`config.mk`:
```
export PLATFORM = sky130hd
export DESIGN_NAME = msc_top
export DESIGN_NICKNAME = d
export VERILOG_FILES = /design/src/design/msc_pkg.sv /design/src/design/msc_top.sv
export SDC_FILE = /design/constraint.sdc
export NUM_CORES = 1
export LEC_CHECK = 0
export BUFFER_PORTS_ARGS = -buffer_cell sky130_fd_sc_hd__buf_4
export CORE_MARGIN = 1
export CORE_UTILIZATION = 45
export DETAILED_ROUTE_END_ITERATION = 10
export PLACE_DENSITY_LB_ADDON = 0.3
export SKIP_CTS_REPAIR_TIMING = 1
export SLEW_MARGIN = 0
export SYNTH_ARGS = -nofsm -noshare
export SYNTH_HDL_FRONTEND = slang
export SYNTH_SLANG_ARGS = --single-unit
```
`constraint.sdc`:
```
create_clock -name I_CLOCK -period 8.3 [get_ports I_CLOCK]
set_input_delay 0.83 -clock I_CLOCK [delete_from_list [all_inputs] [get_ports I_CLOCK]]
set_output_delay 0.83 -clock I_CLOCK [all_outputs]
set_load 0.02 [all_outputs]
```
`src/design/msc_pkg.sv`:
```
// Package: register map, field layout and timing constants for the sample configuration block
package msc_pkg;

  // Register offsets
  localparam logic [7:0] ADDR_RATE_DIV   = 8'h19;
  localparam logic [7:0] ADDR_SYNC_FILT  = 8'h1A;
  localparam logic [7:0] ADDR_GYRO_CFG   = 8'h1B;
  localparam logic [7:0] ADDR_ACCEL_CFG  = 8'h1C;

  // Reset values
  localparam logic [7:0] RESET_VALUE     = 8'h00;

  // Writable-bit masks (reserved bits read zero)
  localparam logic [7:0] MASK_RATE_DIV   = 8'hFF;
  localparam logic [7:0] MASK_SYNC_FILT  = 8'h3F;
  localparam logic [7:0] MASK_GYRO_CFG   = 8'hF8;
  localparam logic [7:0] MASK_ACCEL_CFG  = 8'hF8;

  // Field positions
  localparam int SYNC_LSB    = 3;
  localparam int FILT_LSB    = 0;
  localparam int RANGE_LSB   = 3;
  localparam int ST_X_BIT    = 7;
  localparam int ST_Y_BIT    = 6;
  localparam int ST_Z_BIT    = 5;

  // Filter settings that bypass the low-pass filter
  localparam logic [2:0] FILT_OFF_LO   = 3'h0;
  localparam logic [2:0] FILT_OFF_HI   = 3'h7;

  // Sync location codes
  localparam logic [2:0] SYNC_DISABLED = 3'h0;

  // Timing: clock and output rates
  localparam int CLOCK_HZ       = 100_000_000;
  localparam int GYRO_FAST_HZ   = 8_000;
  localparam int GYRO_SLOW_HZ   = 1_000;
  localparam int ACCEL_HZ       = 1_000;
  localparam int FAST_CYCLES    = CLOCK_HZ / GYRO_FAST_HZ;
  localparam int SLOW_CYCLES    = CLOCK_HZ / GYRO_SLOW_HZ;
  localparam int ACCEL_CYCLES   = CLOCK_HZ / ACCEL_HZ;
  localparam int TICK_W         = 17;

  // Decoded configuration that leaves the block
  typedef struct packed {
    logic [2:0] gyro_selftest;   // X,Y,Z
    logic [2:0] accel_selftest;  // X,Y,Z
    logic [1:0] gyro_range_code;
    logic [1:0] accel_range_code;
    logic [2:0] lowpass_setting;
  } msc_cfg_s;

  // Per-sample output strobes
  typedef struct packed {
    logic       sample_tick;
    logic       accel_new;
    logic       sync_value;
    logic [7:0] sync_onehot;     // bit n: location code n, n 1..7; code 0 sets no bit
  } msc_smp_s;

endpackage : msc_pkg

```
`src/design/msc_top.sv`:
```
// Top: sample-rate divider, frame-sync latch and front-end configuration registers
//
// Functional notes
// [RULE_01] Sample rate equals gyro output rate divided by one plus divider value.
// [RULE_02] Gyro rate is 8 kHz for filter settings 0 and 7, else 1 kHz.
// [RULE_03] Accelerometer updates at 1 kHz; faster sampling repeats the same sample.
// [RULE_04] Output registers, FIFO, motion processor and detection all use the sample tick.
// [RULE_05] Divider is an 8-bit read/write register at 0x19.
// [RULE_06] Any frame-sync change is latched so short strobes are caught; the code holds only the first change after each sample.
// [RULE_07] Latch sampled once per sample; then reloaded with present pin level.
// [RULE_08] Sampled sync replaces bit 0 of the low byte chosen by the location field.
// [RULE_09] Register 0x1A: location bits 5..3, filter bits 2..0, bits 7..6 reserved.
// [RULE_10] Filter setting picks bandwidths 260 Hz down to 5 Hz; setting 7 reserved.
// [RULE_11] Gyro config bits 7,6,5 start X,Y,Z gyro self-test, singly or together.
// [RULE_12] Accel config bits 7,6,5 start X,Y,Z accelerometer self-test.
// [RULE_13] A set self-test bit actuates that axis so its output shifts.
// [RULE_14] Host computes response as enabled output minus disabled output.
// [RULE_15] Host passes the test when the response lies within limits.
// [RULE_16] Gyro range code at 0x1B bits 4..3 selects 250 to 2000 deg/s.
// [RULE_17] Gyro config bits 2..0 are reserved with no function.
// [RULE_18] Accel range code at 0x1C bits 4..3 selects 2 to 16 g.
// [RULE_19] All four registers reset to zero.
// [RULE_20] Reserved bits read zero and ignore writes.
//
// Implementation choice: the plain strobed port.
`timescale 1ns/100ps
module msc_top (
  input  wire logic                I_CLOCK,
  input  wire logic                I_RESET_N,
  input  wire logic [7:0]          i_ADDR,
  input  wire logic [7:0]          i_WDATA,
  input  wire logic                i_WRITE,
  input  wire logic                i_READ,
  input  wire logic                i_FRAME_SYNC_INPUT,
  output logic [7:0]               o_RDATA,
  output msc_pkg::msc_cfg_s        o_CFG,
  output msc_pkg::msc_smp_s        o_SMP
);

  // Registers
  logic [7:0] rate_divider_value;
  logic [7:0] sync_and_filter_config;
  logic [7:0] gyro_range_selftest;
  logic [7:0] accel_range_selftest;

  // Frame-sync synchroniser and latch
  logic       fs_meta;
  logic       fs_sync;
  logic       fs_prev;
  logic       fs_latch;
  logic       fs_caught;

  // Rate generation
  logic [msc_pkg::TICK_W-1:0] base_count;
  logic [7:0]                 div_count;
  logic [msc_pkg::TICK_W-1:0] accel_count;
  logic                       accel_fresh;

  // Masked write helper
  function automatic logic [7:0] masked(input logic [7:0] data, input logic [7:0] mask);
    masked = data & mask;
  endfunction : masked

  // Address decode
  wire        hit_div   = (i_ADDR == msc_pkg::ADDR_RATE_DIV);
  wire        hit_sf    = (i_ADDR == msc_pkg::ADDR_SYNC_FILT);
  wire        hit_gyro  = (i_ADDR == msc_pkg::ADDR_GYRO_CFG);
  wire        hit_accel = (i_ADDR == msc_pkg::ADDR_ACCEL_CFG);

  wire [2:0]  lowpass_setting      = sync_and_filter_config[msc_pkg::FILT_LSB +: 3];
  wire [2:0]  sync_location_select = sync_and_filter_config[msc_pkg::SYNC_LSB +: 3];

  // Filter bypass selects the fast gyro rate
  wire        gyro_fast = (lowpass_setting == msc_pkg::FILT_OFF_LO) ||
                          (lowpass_setting == msc_pkg::FILT_OFF_HI); // RULE_02
  wire [msc_pkg::TICK_W-1:0] base_period = gyro_fast ?
                          msc_pkg::TICK_W'(msc_pkg::FAST_CYCLES) :
                          msc_pkg::TICK_W'(msc_pkg::SLOW_CYCLES);    // RULE_02
  wire        base_tick   = (base_count >= base_period - msc_pkg::TICK_W'(1));
  wire        sample_tick = base_tick && (div_count >= rate_divider_value); // RULE_01
  wire        accel_tick  = (accel_count == msc_pkg::TICK_W'(msc_pkg::ACCEL_CYCLES - 1));

  wire [7:0]  read_mux = hit_div   ? rate_divider_value     :
                         hit_sf    ? sync_and_filter_config :
                         hit_gyro  ? gyro_range_selftest    :
                         hit_accel ? accel_range_selftest   : 8'h00;

  wire        fs_change   = (fs_sync != fs_prev);
  wire [7:0]  next_onehot = (sync_location_select == msc_pkg::SYNC_DISABLED) ? 8'h00 :
                            (8'h01 << sync_location_select); // RULE_08

  // Register file
  always_ff @(posedge I_CLOCK) begin
    if (!I_RESET_N) begin
      rate_divider_value     <= msc_pkg::RESET_VALUE; // RULE_19
      sync_and_filter_config <= msc_pkg::RESET_VALUE; // RULE_19
      gyro_range_selftest    <= msc_pkg::RESET_VALUE; // RULE_19
      accel_range_selftest   <= msc_pkg::RESET_VALUE; // RULE_19
    end else if (i_WRITE) begin
      if (hit_div) begin
        rate_divider_value <= masked(i_WDATA, msc_pkg::MASK_RATE_DIV); // RULE_05
      end
      if (hit_sf) begin
        sync_and_filter_config <= masked(i_WDATA, msc_pkg::MASK_SYNC_FILT); // RULE_09
      end
      if (hit_gyro) begin
        gyro_range_selftest <= masked(i_WDATA, msc_pkg::MASK_GYRO_CFG); // RULE_17
      end
      if (hit_accel) begin
        accel_range_selftest <= masked(i_WDATA, msc_pkg::MASK_ACCEL_CFG); // RULE_20
      end
    end
  end

  // Read data one cycle after the strobe
  always_ff @(posedge I_CLOCK) begin
    if (!I_RESET_N) begin
      o_RDATA <= 8'h00;
    end else begin
      o_RDATA <= i_READ ? read_mux : 8'h00; // RULE_20
    end
  end

  // Gyro base rate and divider
  always_ff @(posedge I_CLOCK) begin
    if (!I_RESET_N) begin
      base_count <= '0;
      div_count  <= 8'h00;
    end else begin
      base_count <= base_tick ? '0 : base_count + msc_pkg::TICK_W'(1);
      if (sample_tick) begin
        div_count <= 8'h00; // RULE_01
      end else if (base_tick) begin
        div_count <= div_count + 8'h01;
      end
    end
  end

  // Accelerometer runs on its own 1 kHz schedule
  always_ff @(posedge I_CLOCK) begin
    if (!I_RESET_N) begin
      accel_count <= '0;
      accel_fresh <= 1'b0;
    end else begin
      accel_count <= accel_tick ? '0 : accel_count + msc_pkg::TICK_W'(1);
      // A sample consumes an update that lands in its own cycle
      if (sample_tick) begin
        accel_fresh <= 1'b0; // RULE_03
      end else if (accel_tick) begin
        accel_fresh <= 1'b1; // RULE_03
      end
    end
  end

  // Frame-sync pin: two-stage synchroniser then change latch
  always_ff @(posedge I_CLOCK) begin
    if (!I_RESET_N) begin
      fs_meta   <= 1'b0;
      fs_sync   <= 1'b0;
      fs_prev   <= 1'b0;
      fs_latch  <= 1'b0;
      fs_caught <= 1'b0;
    end else begin
      fs_meta <= i_FRAME_SYNC_INPUT;
      fs_sync <= fs_meta;
      fs_prev <= fs_sync;
      if (sample_tick) begin
        fs_latch  <= fs_sync;   // RULE_07
        fs_caught <= 1'b0;
      end else if (fs_change && !fs_caught) begin
        fs_latch  <= fs_sync;   // RULE_06
        fs_caught <= 1'b1;
      end
    end
  end

  // Sample strobe bundle
  always_ff @(posedge I_CLOCK) begin
    if (!I_RESET_N) begin
      o_SMP <= '0;
    end else begin
      o_SMP.sample_tick <= sample_tick;                  // RULE_04
      o_SMP.accel_new   <= sample_tick && (accel_fresh || accel_tick); // RULE_03
      if (sample_tick) begin
        o_SMP.sync_value  <= fs_latch;                   // RULE_07
        o_SMP.sync_onehot <= next_onehot;                // RULE_08
      end
    end
  end

  // Decoded configuration
  always_ff @(posedge I_CLOCK) begin
    if (!I_RESET_N) begin
      o_CFG <= '0;
    end else begin
      o_CFG.gyro_selftest    <= {gyro_range_selftest[msc_pkg::ST_X_BIT],
                                 gyro_range_selftest[msc_pkg::ST_Y_BIT],
                                 gyro_range_selftest[msc_pkg::ST_Z_BIT]};  // RULE_11 RULE_13
      o_CFG.accel_selftest   <= {accel_range_selftest[msc_pkg::ST_X_BIT],
                                 accel_range_selftest[msc_pkg::ST_Y_BIT],
                                 accel_range_selftest[msc_pkg::ST_Z_BIT]}; // RULE_12 RULE_13
      o_CFG.gyro_range_code  <= gyro_range_selftest[msc_pkg::RANGE_LSB +: 2];  // RULE_16
      o_CFG.accel_range_code <= accel_range_selftest[msc_pkg::RANGE_LSB +: 2]; // RULE_18
      o_CFG.lowpass_setting  <= lowpass_setting;                               // RULE_10
    end
  end

  // Assertions: register bus
  reserved_zero_a: assert property (@(posedge I_CLOCK) disable iff (!I_RESET_N) // RULE_20
    (sync_and_filter_config[7:6] == 2'b00) && (gyro_range_selftest[2:0] == 3'b000)
    && (accel_range_selftest[2:0] == 3'b000))
    else $error("Reserved bits not zero");

  div_write_a: assert property (@(posedge I_CLOCK) disable iff (!I_RESET_N) // RULE_05
    (i_WRITE && hit_div) |=> (rate_divider_value == $past(i_WDATA)))
    else $error("Divider write lost");

  div_hold_a: assert property (@(posedge I_CLOCK) disable iff (!I_RESET_N) // RULE_05
    !(i_WRITE && hit_div) |=> $stable(rate_divider_value))
    else $error("Divider changed without write");

  sf_write_a: assert property (@(posedge I_CLOCK) disable iff (!I_RESET_N) // RULE_09
    (i_WRITE && hit_sf) |=> (sync_and_filter_config == {2'b00, $past(i_WDATA[5:0])}))
    else $error("Config write wrong");

  gyro_write_a: assert property (@(posedge I_CLOCK) disable iff (!I_RESET_N) // RULE_11
    (i_WRITE && hit_gyro) |=> (gyro_range_selftest == {$past(i_WDATA[7:3]), 3'b000}))
    else $error("Gyro config write wrong");

  accel_write_a: assert property (@(posedge I_CLOCK) disable iff (!I_RESET_N) // RULE_12
    (i_WRITE && hit_accel) |=> (accel_range_selftest == {$past(i_WDATA[7:3]), 3'b000}))
    else $error("Accel config write wrong");

  gyro_resv_a: assert property (@(posedge I_CLOCK) disable iff (!I_RESET_N) // RULE_17
    (i_WRITE && hit_gyro) |=> (gyro_range_selftest[2:0] == 3'b000))
    else $error("Gyro reserved bits kept");

  read_back_a: assert property (@(posedge I_CLOCK) disable iff (!I_RESET_N) // RULE_09
    (i_READ && hit_sf && !i_WRITE) |=> (o_RDATA == sync_and_filter_config))
    else $error("Config readback wrong");

  unmapped_read_a: assert property (@(posedge I_CLOCK) disable iff (!I_RESET_N) // RULE_20
    (i_READ && !(hit_div || hit_sf || hit_gyro || hit_accel)) |=> (o_RDATA == 8'h00))
    else $error("Unmapped read not zero");

  rdata_idle_a: assert property (@(posedge I_CLOCK) disable iff (!I_RESET_N) // RULE_20
    !i_READ |=> (o_RDATA == 8'h00))
    else $error("Read data outside its cycle");

  reset_zero_a: assert property (@(posedge I_CLOCK) // RULE_19
    !I_RESET_N |=> (rate_divider_value == msc_pkg::RESET_VALUE) && (o_RDATA == 8'h00)
    && (gyro_range_selftest == msc_pkg::RESET_VALUE) && (o_CFG == '0))
    else $error("Reset values wrong");

  // Assertions: sample timing
  tick_spacing_a: assert property (@(posedge I_CLOCK) disable iff (!I_RESET_N) // RULE_01
    (sample_tick && rate_divider_value == 8'h00 && gyro_fast && !i_WRITE)
    |=> !sample_tick [*7])
    else $error("Sample tick too early");

  tick_divided_a: assert property (@(posedge I_CLOCK) disable iff (!I_RESET_N) // RULE_01
    (base_tick && !sample_tick) |=> (div_count == $past(div_count) + 8'h01))
    else $error("Divider count skipped");

  fast_rate_a: assert property (@(posedge I_CLOCK) disable iff (!I_RESET_N) // RULE_02
    (lowpass_setting == 3'h7) |-> (base_period == msc_pkg::TICK_W'(msc_pkg::FAST_CYCLES)))
    else $error("Filter off must use fast rate");

  slow_rate_a: assert property (@(posedge I_CLOCK) disable iff (!I_RESET_N) // RULE_02
    (lowpass_setting != msc_pkg::FILT_OFF_LO) && (lowpass_setting != msc_pkg::FILT_OFF_HI)
    |-> (base_period == msc_pkg::TICK_W'(msc_pkg::SLOW_CYCLES)))
    else $error("Filter on must use slow rate");

  base_wrap_a: assert property (@(posedge I_CLOCK) disable iff (!I_RESET_N) // RULE_02
    base_tick |=> (base_count == msc_pkg::TICK_W'(0)))
    else $error("Base counter did not wrap");

  accel_wrap_a: assert property (@(posedge I_CLOCK) disable iff (!I_RESET_N) // RULE_03
    accel_tick |=> (accel_count == msc_pkg::TICK_W'(0)))
    else $error("Accel counter did not wrap");

  accel_fresh_a: assert property (@(posedge I_CLOCK) disable iff (!I_RESET_N) // RULE_03
    (accel_tick && !sample_tick) |=> accel_fresh)
    else $error("Accel update not remembered");

  accel_used_a: assert property (@(posedge I_CLOCK) disable iff (!I_RESET_N) // RULE_03
    sample_tick |=> !accel_fresh)
    else $error("Accel update reported twice");

  accel_new_a: assert property (@(posedge I_CLOCK) disable iff (!I_RESET_N) // RULE_03
    (sample_tick && accel_tick) |=> o_SMP.accel_new)
    else $error("Accel update not reported");

  tick_out_a: assert property (@(posedge I_CLOCK) disable iff (!I_RESET_N) // RULE_04
    sample_tick |=> o_SMP.sample_tick)
    else $error("Sample strobe missing");

  tick_width_a: assert property (@(posedge I_CLOCK) disable iff (!I_RESET_N) // RULE_04
    o_SMP.sample_tick |=> !o_SMP.sample_tick)
    else $error("Sample strobe too long");

  // Assertions: frame sync
  sync_sample_a: assert property (@(posedge I_CLOCK) disable iff (!I_RESET_N) // RULE_07
    sample_tick |=> (fs_latch == $past(fs_sync)) && (o_SMP.sync_value == $past(fs_latch)))
    else $error("Frame sync not sampled");

  sync_hold_a: assert property (@(posedge I_CLOCK) disable iff (!I_RESET_N) // RULE_07
    !sample_tick |=> $stable(o_SMP.sync_value) && $stable(o_SMP.sync_onehot))
    else $error("Sync output changed between samples");

  sync_catch_a: assert property (@(posedge I_CLOCK) disable iff (!I_RESET_N) // RULE_06
    (fs_change && !fs_caught && !sample_tick) |=> fs_caught && (fs_latch == $past(fs_sync)))
    else $error("Short strobe missed");

  latch_lock_a: assert property (@(posedge I_CLOCK) disable iff (!I_RESET_N) // RULE_06
    (fs_caught && !sample_tick) |=> $stable(fs_latch))
    else $error("Caught strobe overwritten");

  sync_place_a: assert property (@(posedge I_CLOCK) disable iff (!I_RESET_N) // RULE_08
    sample_tick |=> (($past(sync_location_select) == 3'h0) ? (o_SMP.sync_onehot == 8'h00) :
    ($onehot(o_SMP.sync_onehot) && o_SMP.sync_onehot[$past(sync_location_select)])))
    else $error("Sync location wrong");

  // Assertions: exported configuration
  gyro_st_a: assert property (@(posedge I_CLOCK) disable iff (!I_RESET_N) // RULE_11
    (i_WRITE && hit_gyro) |=> ##1 (o_CFG.gyro_selftest == $past(i_WDATA[7:5], 2)))
    else $error("Gyro self-test not applied");

  accel_st_a: assert property (@(posedge I_CLOCK) disable iff (!I_RESET_N) // RULE_12
    (i_WRITE && hit_accel) |=> ##1 (o_CFG.accel_selftest == $past(i_WDATA[7:5], 2)))
    else $error("Accel self-test not applied");

  gyro_rng_a: assert property (@(posedge I_CLOCK) disable iff (!I_RESET_N) // RULE_16
    (i_WRITE && hit_gyro) |=> ##1 (o_CFG.gyro_range_code == $past(i_WDATA[4:3], 2)))
    else $error("Gyro range not applied");

  accel_rng_a: assert property (@(posedge I_CLOCK) disable iff (!I_RESET_N) // RULE_18
    (i_WRITE && hit_accel) |=> ##1 (o_CFG.accel_range_code == $past(i_WDATA[4:3], 2)))
    else $error("Accel range not applied");

  cfg_follow_a: assert property (@(posedge I_CLOCK) disable iff (!I_RESET_N) // RULE_10
    (i_WRITE && hit_sf) |=> ##1 (o_CFG.lowpass_setting == $past(i_WDATA[2:0], 2)))
    else $error("Filter setting not applied");

endmodule : msc_top

```
==> impl_table.tex <==
\begin{tabular}{lr}
\hline
Metric & Value \\
\hline
\multicolumn{2}{l}{\textbf{Run status}} \\
Status & finished clean \\
\multicolumn{2}{l}{\textbf{Synthesis}} \\
Post-synth ARST share & 0\% \\
Combinational family with the most area after synthesis & simple AND/OR/NAND/NOR gates \\
Most used standard cells in the synthesized netlist & dfxtp\_1, nor2\_1, nand2\_1, nand3\_1 \\
Warnings, synthesis & 0 \\
Fraction of synthesized area in multiplexers & 4.363\% \\
Mapped Nets & 564 \\
Syn Std Cell Area & 4588 um\^{}2 \\
Sequential element share of the synthesized area & 44.94\% \\
Complex-gate fraction of the synthesized area & 10.96\% \\
Area share of the largest cell type after synthesis & 44.94\% \\
Leading cell type by number of instances after synthesis & dfxtp\_1 \\
Synthesis-stage register bit count & 103 \\
Post-synthesis share of cell area spent on xor and xnor gates & 5.727\% \\
Arithmetic-cell share of the synthesized area counting full adders, half adders and majority gates & 3.545\% \\
Most instantiated flip-flop cell in the synthesis netlist & dfxtp\_1 \\
Distinct cell type count of the synthesized netlist & 55 \\
Library cell occupying the most area in the post-synthesis netlist & dfxtp\_1 \\
Largest cells by area after synthesis & dfxtp\_1, nor2\_1, mux2i\_1, nand3\_1, nand2\_1 \\
Cells after synthesis & 530 \\
Post-synthesis simple-gate area fraction & 25.72\% \\
EDFF count, synth & 0 \\
Synthesized area per cell & 8.657 um\^{}2 \\
\multicolumn{2}{l}{\textbf{Final layout}} \\
Area of the multi-input gates & 2312 um\^{}2 \\
Fraction of final layout cells sized beyond drive strength 1 & 14.16\% \\
Fill cell total of the finished layout & 967 \\
Layout area overhead & 13.94\% \\
Reg area & 2062 um\^{}2 \\
Nets & 601 \\
Antenna diode instance count & 0 \\
\multicolumn{2}{l}{\textbf{Critical path}} \\
R2R depth & 9 \\
Stage delay of the slowest cell on the critical path & 0.56 ns \\
Critical-path top delay cell & or3\_1 \\
CP dominant cell by count & or3\_1 \\
Crit-path max FO & 13 \\
Total buffers and inverters traversed by the critical path & 0 \\
Critical path data required time & 8.60 ns \\
CP Depth & 9 \\
Destination of the critical timing path & o\_SMP[4]\$\_SDFFE\_PN0P\_ \\
Timing startpoint of the critical path & sync\_and\_filter\_config[0]\$\_SDFFE\_PN0P\_ \\
Crit Path Class & reg -> reg \\
Ordered cell list for the critical path & or3\_1, nand2\_1, ha\_1, a31oi\_1, nor4b\_1, a2111oi\_0, o311a\_1, or3\_1, mux2i\_1 \\
R2R Setup Slk & 4.80 ns \\
Critical Path Start Type & flip-flop \\
FF-to-FF Start & sync\_and\_filter\_config[0]\$\_SDFFE\_PN0P\_ \\
Critical Path Sink Type & flip-flop \\
WP data arrival & 3.80 ns \\
Worst flop-to-flop path endpoint & o\_SMP[4]\$\_SDFFE\_PN0P\_ \\
Gate family responsible for the most delay along the worst path & simple AND/OR/NAND/NOR gates \\
\multicolumn{2}{l}{\textbf{Clocking}} \\
CTS max path bufs & 2 \\
Number of H-tree levels & 3 \\
CTS tree & built \\
Clk\_lat worst skew & 0.38 ns \\
Cell at the root of the clock tree & clkbuf\_8 \\
Clock transition time at the flip-flop clock pins of the worst setup and hold paths & 0.10 ns \\
Number of buffers created by CTS & 9 \\
TritonCTS sink count & 103 \\
\multicolumn{2}{l}{\textbf{Pwr}} \\
Net Sw Power & 206.3 uW \\
Overall power after layout & 832.0 uW \\
Sw Ratio & 24.79\% \\
Max VDD drop & 0.00008471 V \\
Sequential share of power & 60.3\% \\
Leakage power & 2.050 nW \\
Proportion of power drawn by the clock network & 35.9\% \\
Power density relative to cell area & 159.2 nW/um\^{}2 \\
Pint & 625.7 uW \\
Fraction of power consumed by combinational cells & 3.8\% \\
\multicolumn{2}{l}{\textbf{STA}} \\
Fin. Hold Viols & 0 \\
Final setup margin & 4.801 ns \\
Setup Skew & 0.01127 ns \\
Max Clock Freq & 285.8 MHz \\
Tightest slew margin relative to the limit & 54.28\% \\
Final slew viol count & 0 \\
Post-route minimum period & 3.499 ns \\
Worst Tran Pin Value & 0.6857 ns \\
Setup repair after global routing missed its margin & no \\
Final Hold Slack & 0.4449 ns \\
Setup TNS after final layout & 0 ns \\
Endpoints failing setup & 0 \\
Share of the cycle needed by the critical path after routing & 42.15\% \\
\multicolumn{2}{l}{\textbf{Worst hold path}} \\
Hold wc startpoint & fs\_meta\$\_SDFF\_PN0\_ \\
Hold Crit Class & reg -> reg \\
\multicolumn{2}{l}{\textbf{Drt}} \\
Vias post-DR & 3716 \\
DR pass1 iterations & 4 \\
Detail Route met3 WL & 328 um \\
Antenna-violating nets left & 0 \\
Detailed route wirelength on metal2 & 4404 um \\
Average via count per standard cell & 5.271 \\
WL met1 & 4497 um \\
Drt drc & 0 \\
Max Used Layer & met4 \\
Wire per inst & 13.36 um \\
Violation count after the first detailed-route iteration & 178 \\
Total wire length after detailed routing & 9417 um \\
\multicolumn{2}{l}{\textbf{Floorplanning}} \\
Row Count & 36 \\
Die width & 103.0 um \\
Chip height & 103.0 um \\
Initial core utilization & 46.73\% \\
\# IOs & 53 \\
Die ar. & 10600 um\^{}2 \\
Core ar. & 9819 um\^{}2 \\
\multicolumn{2}{l}{\textbf{Run}} \\
Number of maximum-capacitance violations & 0 \\
\multicolumn{2}{l}{\textbf{Place}} \\
GP Congestion & 0.8143 \\
Buffers added on ports & 51 \\
Placed wire-length estimate after detailed placement & 6849 um \\
Worst setup slack before clock tree synthesis & 4.813 ns \\
\multicolumn{2}{l}{\textbf{Global routing}} \\
Number of global-route vias before repair & 3580 \\
Wire length of the first global-routing pass & 16090 um \\
Number of antenna violations at the first check in global routing & 0 \\
Largest net degree at the start of global routing & 45 \\
Global router's overall resource usage & 19.59\% \\
Global-route congestion overflow total & 0 \\
\hline
\end{tabular}
==> power by group through the flow <==
stage               clock network, mW  registers [mW]  logic, mW
finish                          0.299           0.501     0.0319
global route                    0.328           0.502     0.0352
CTS                             0.307           0.502     0.0319
detailed placement                  0           0.513     0.0318
global placement                    0           0.513     0.0312
floorplan                           0           0.512     0.0187
==> worst min path at each step <==
stage,to,depth (start not counted)
3_5_place_dp,fs_sync$_SDFF_PN0_,1
6_report,fs_sync$_SDFF_PN0_,1
3_3_place_gp,fs_sync$_SDFF_PN0_,1
5_1_grt,fs_sync$_SDFF_PN0_,1
2_1_floorplan,fs_sync$_SDFF_PN0_,1
4_1_cts,fs_sync$_SDFF_PN0_,1
==> logic make-up after synthesis <==
group,Yosys count
mux,20
buf+inv,50
compound gates,74
other cells,1
xor+xnor,30
simple gates,239
flops,103
fa+ha+maj,13
==> cell type report <==
type / count / area share (%)
clock buffer: 9 / 2.370
clock inverter: 7 / 1.292
inverter: 20 / 1.436
multi-input combinational: 377 / 44.23
sequential: 103 / 39.44
tap: 133 / 3.183
timing repair buffer: 56 / 8.042
==> layer usage <==
| layer | global-route usage (%) | up-vias |
|---|---|---|
| li1 | - | 1905 |
| met1 | 24.64 | 1724 |
| met2 | 32.21 | 71 |
| met3 | 3.864 | 16 |
| met4 | 9.426 | 0 |
| met5 | 0 | - |
==> state kept, by name, summed over array words and instances (netlist names) <==
name                    cells
o_CFG                      13
rate_divider_value          8
fs_latch                    1
fs_caught                   1
o_SMP                      10
fs_meta                     1
gyro_range_selftest         5
div_count                   8
o_RDATA                     8
accel_count                17
sync_and_filter_config      6
accel_fresh                 1
base_count                 17
fs_sync                     1
accel_range_selftest        5
fs_prev                     1
==> per-stage QoR <==
step	cells	area (um^2)	utilization, %
final	705	5228	53.24
after global routing	705	5228	53.24
after CTS	705	5228	53.24
after detailed placement	689	5036	51.29
after global placement	689	5036	51.29
after floorplan	530	4588	-
==> cell usage in the layout (no fill, tap or decap), drive strengths merged, types with 5 or more instances in the layout <==
master	netlist	routed
clkinv	0	5
a22oi	8	8
buf	12	56
a21oi	18	18
and2	16	16
nor2	73	73
or3	9	9
inv	20	22
and3	10	10
xnor2	15	15
o21ai	13	13
o22ai	6	6
a211oi	7	7
dfxtp	103	103
ha	13	13
xor2	15	15
nand2	50	50
clkbuf	18	9
mux2i	20	20
nand3	40	40
nand4	9	9
Note: power is estimated with default switching activity, not from simulation.
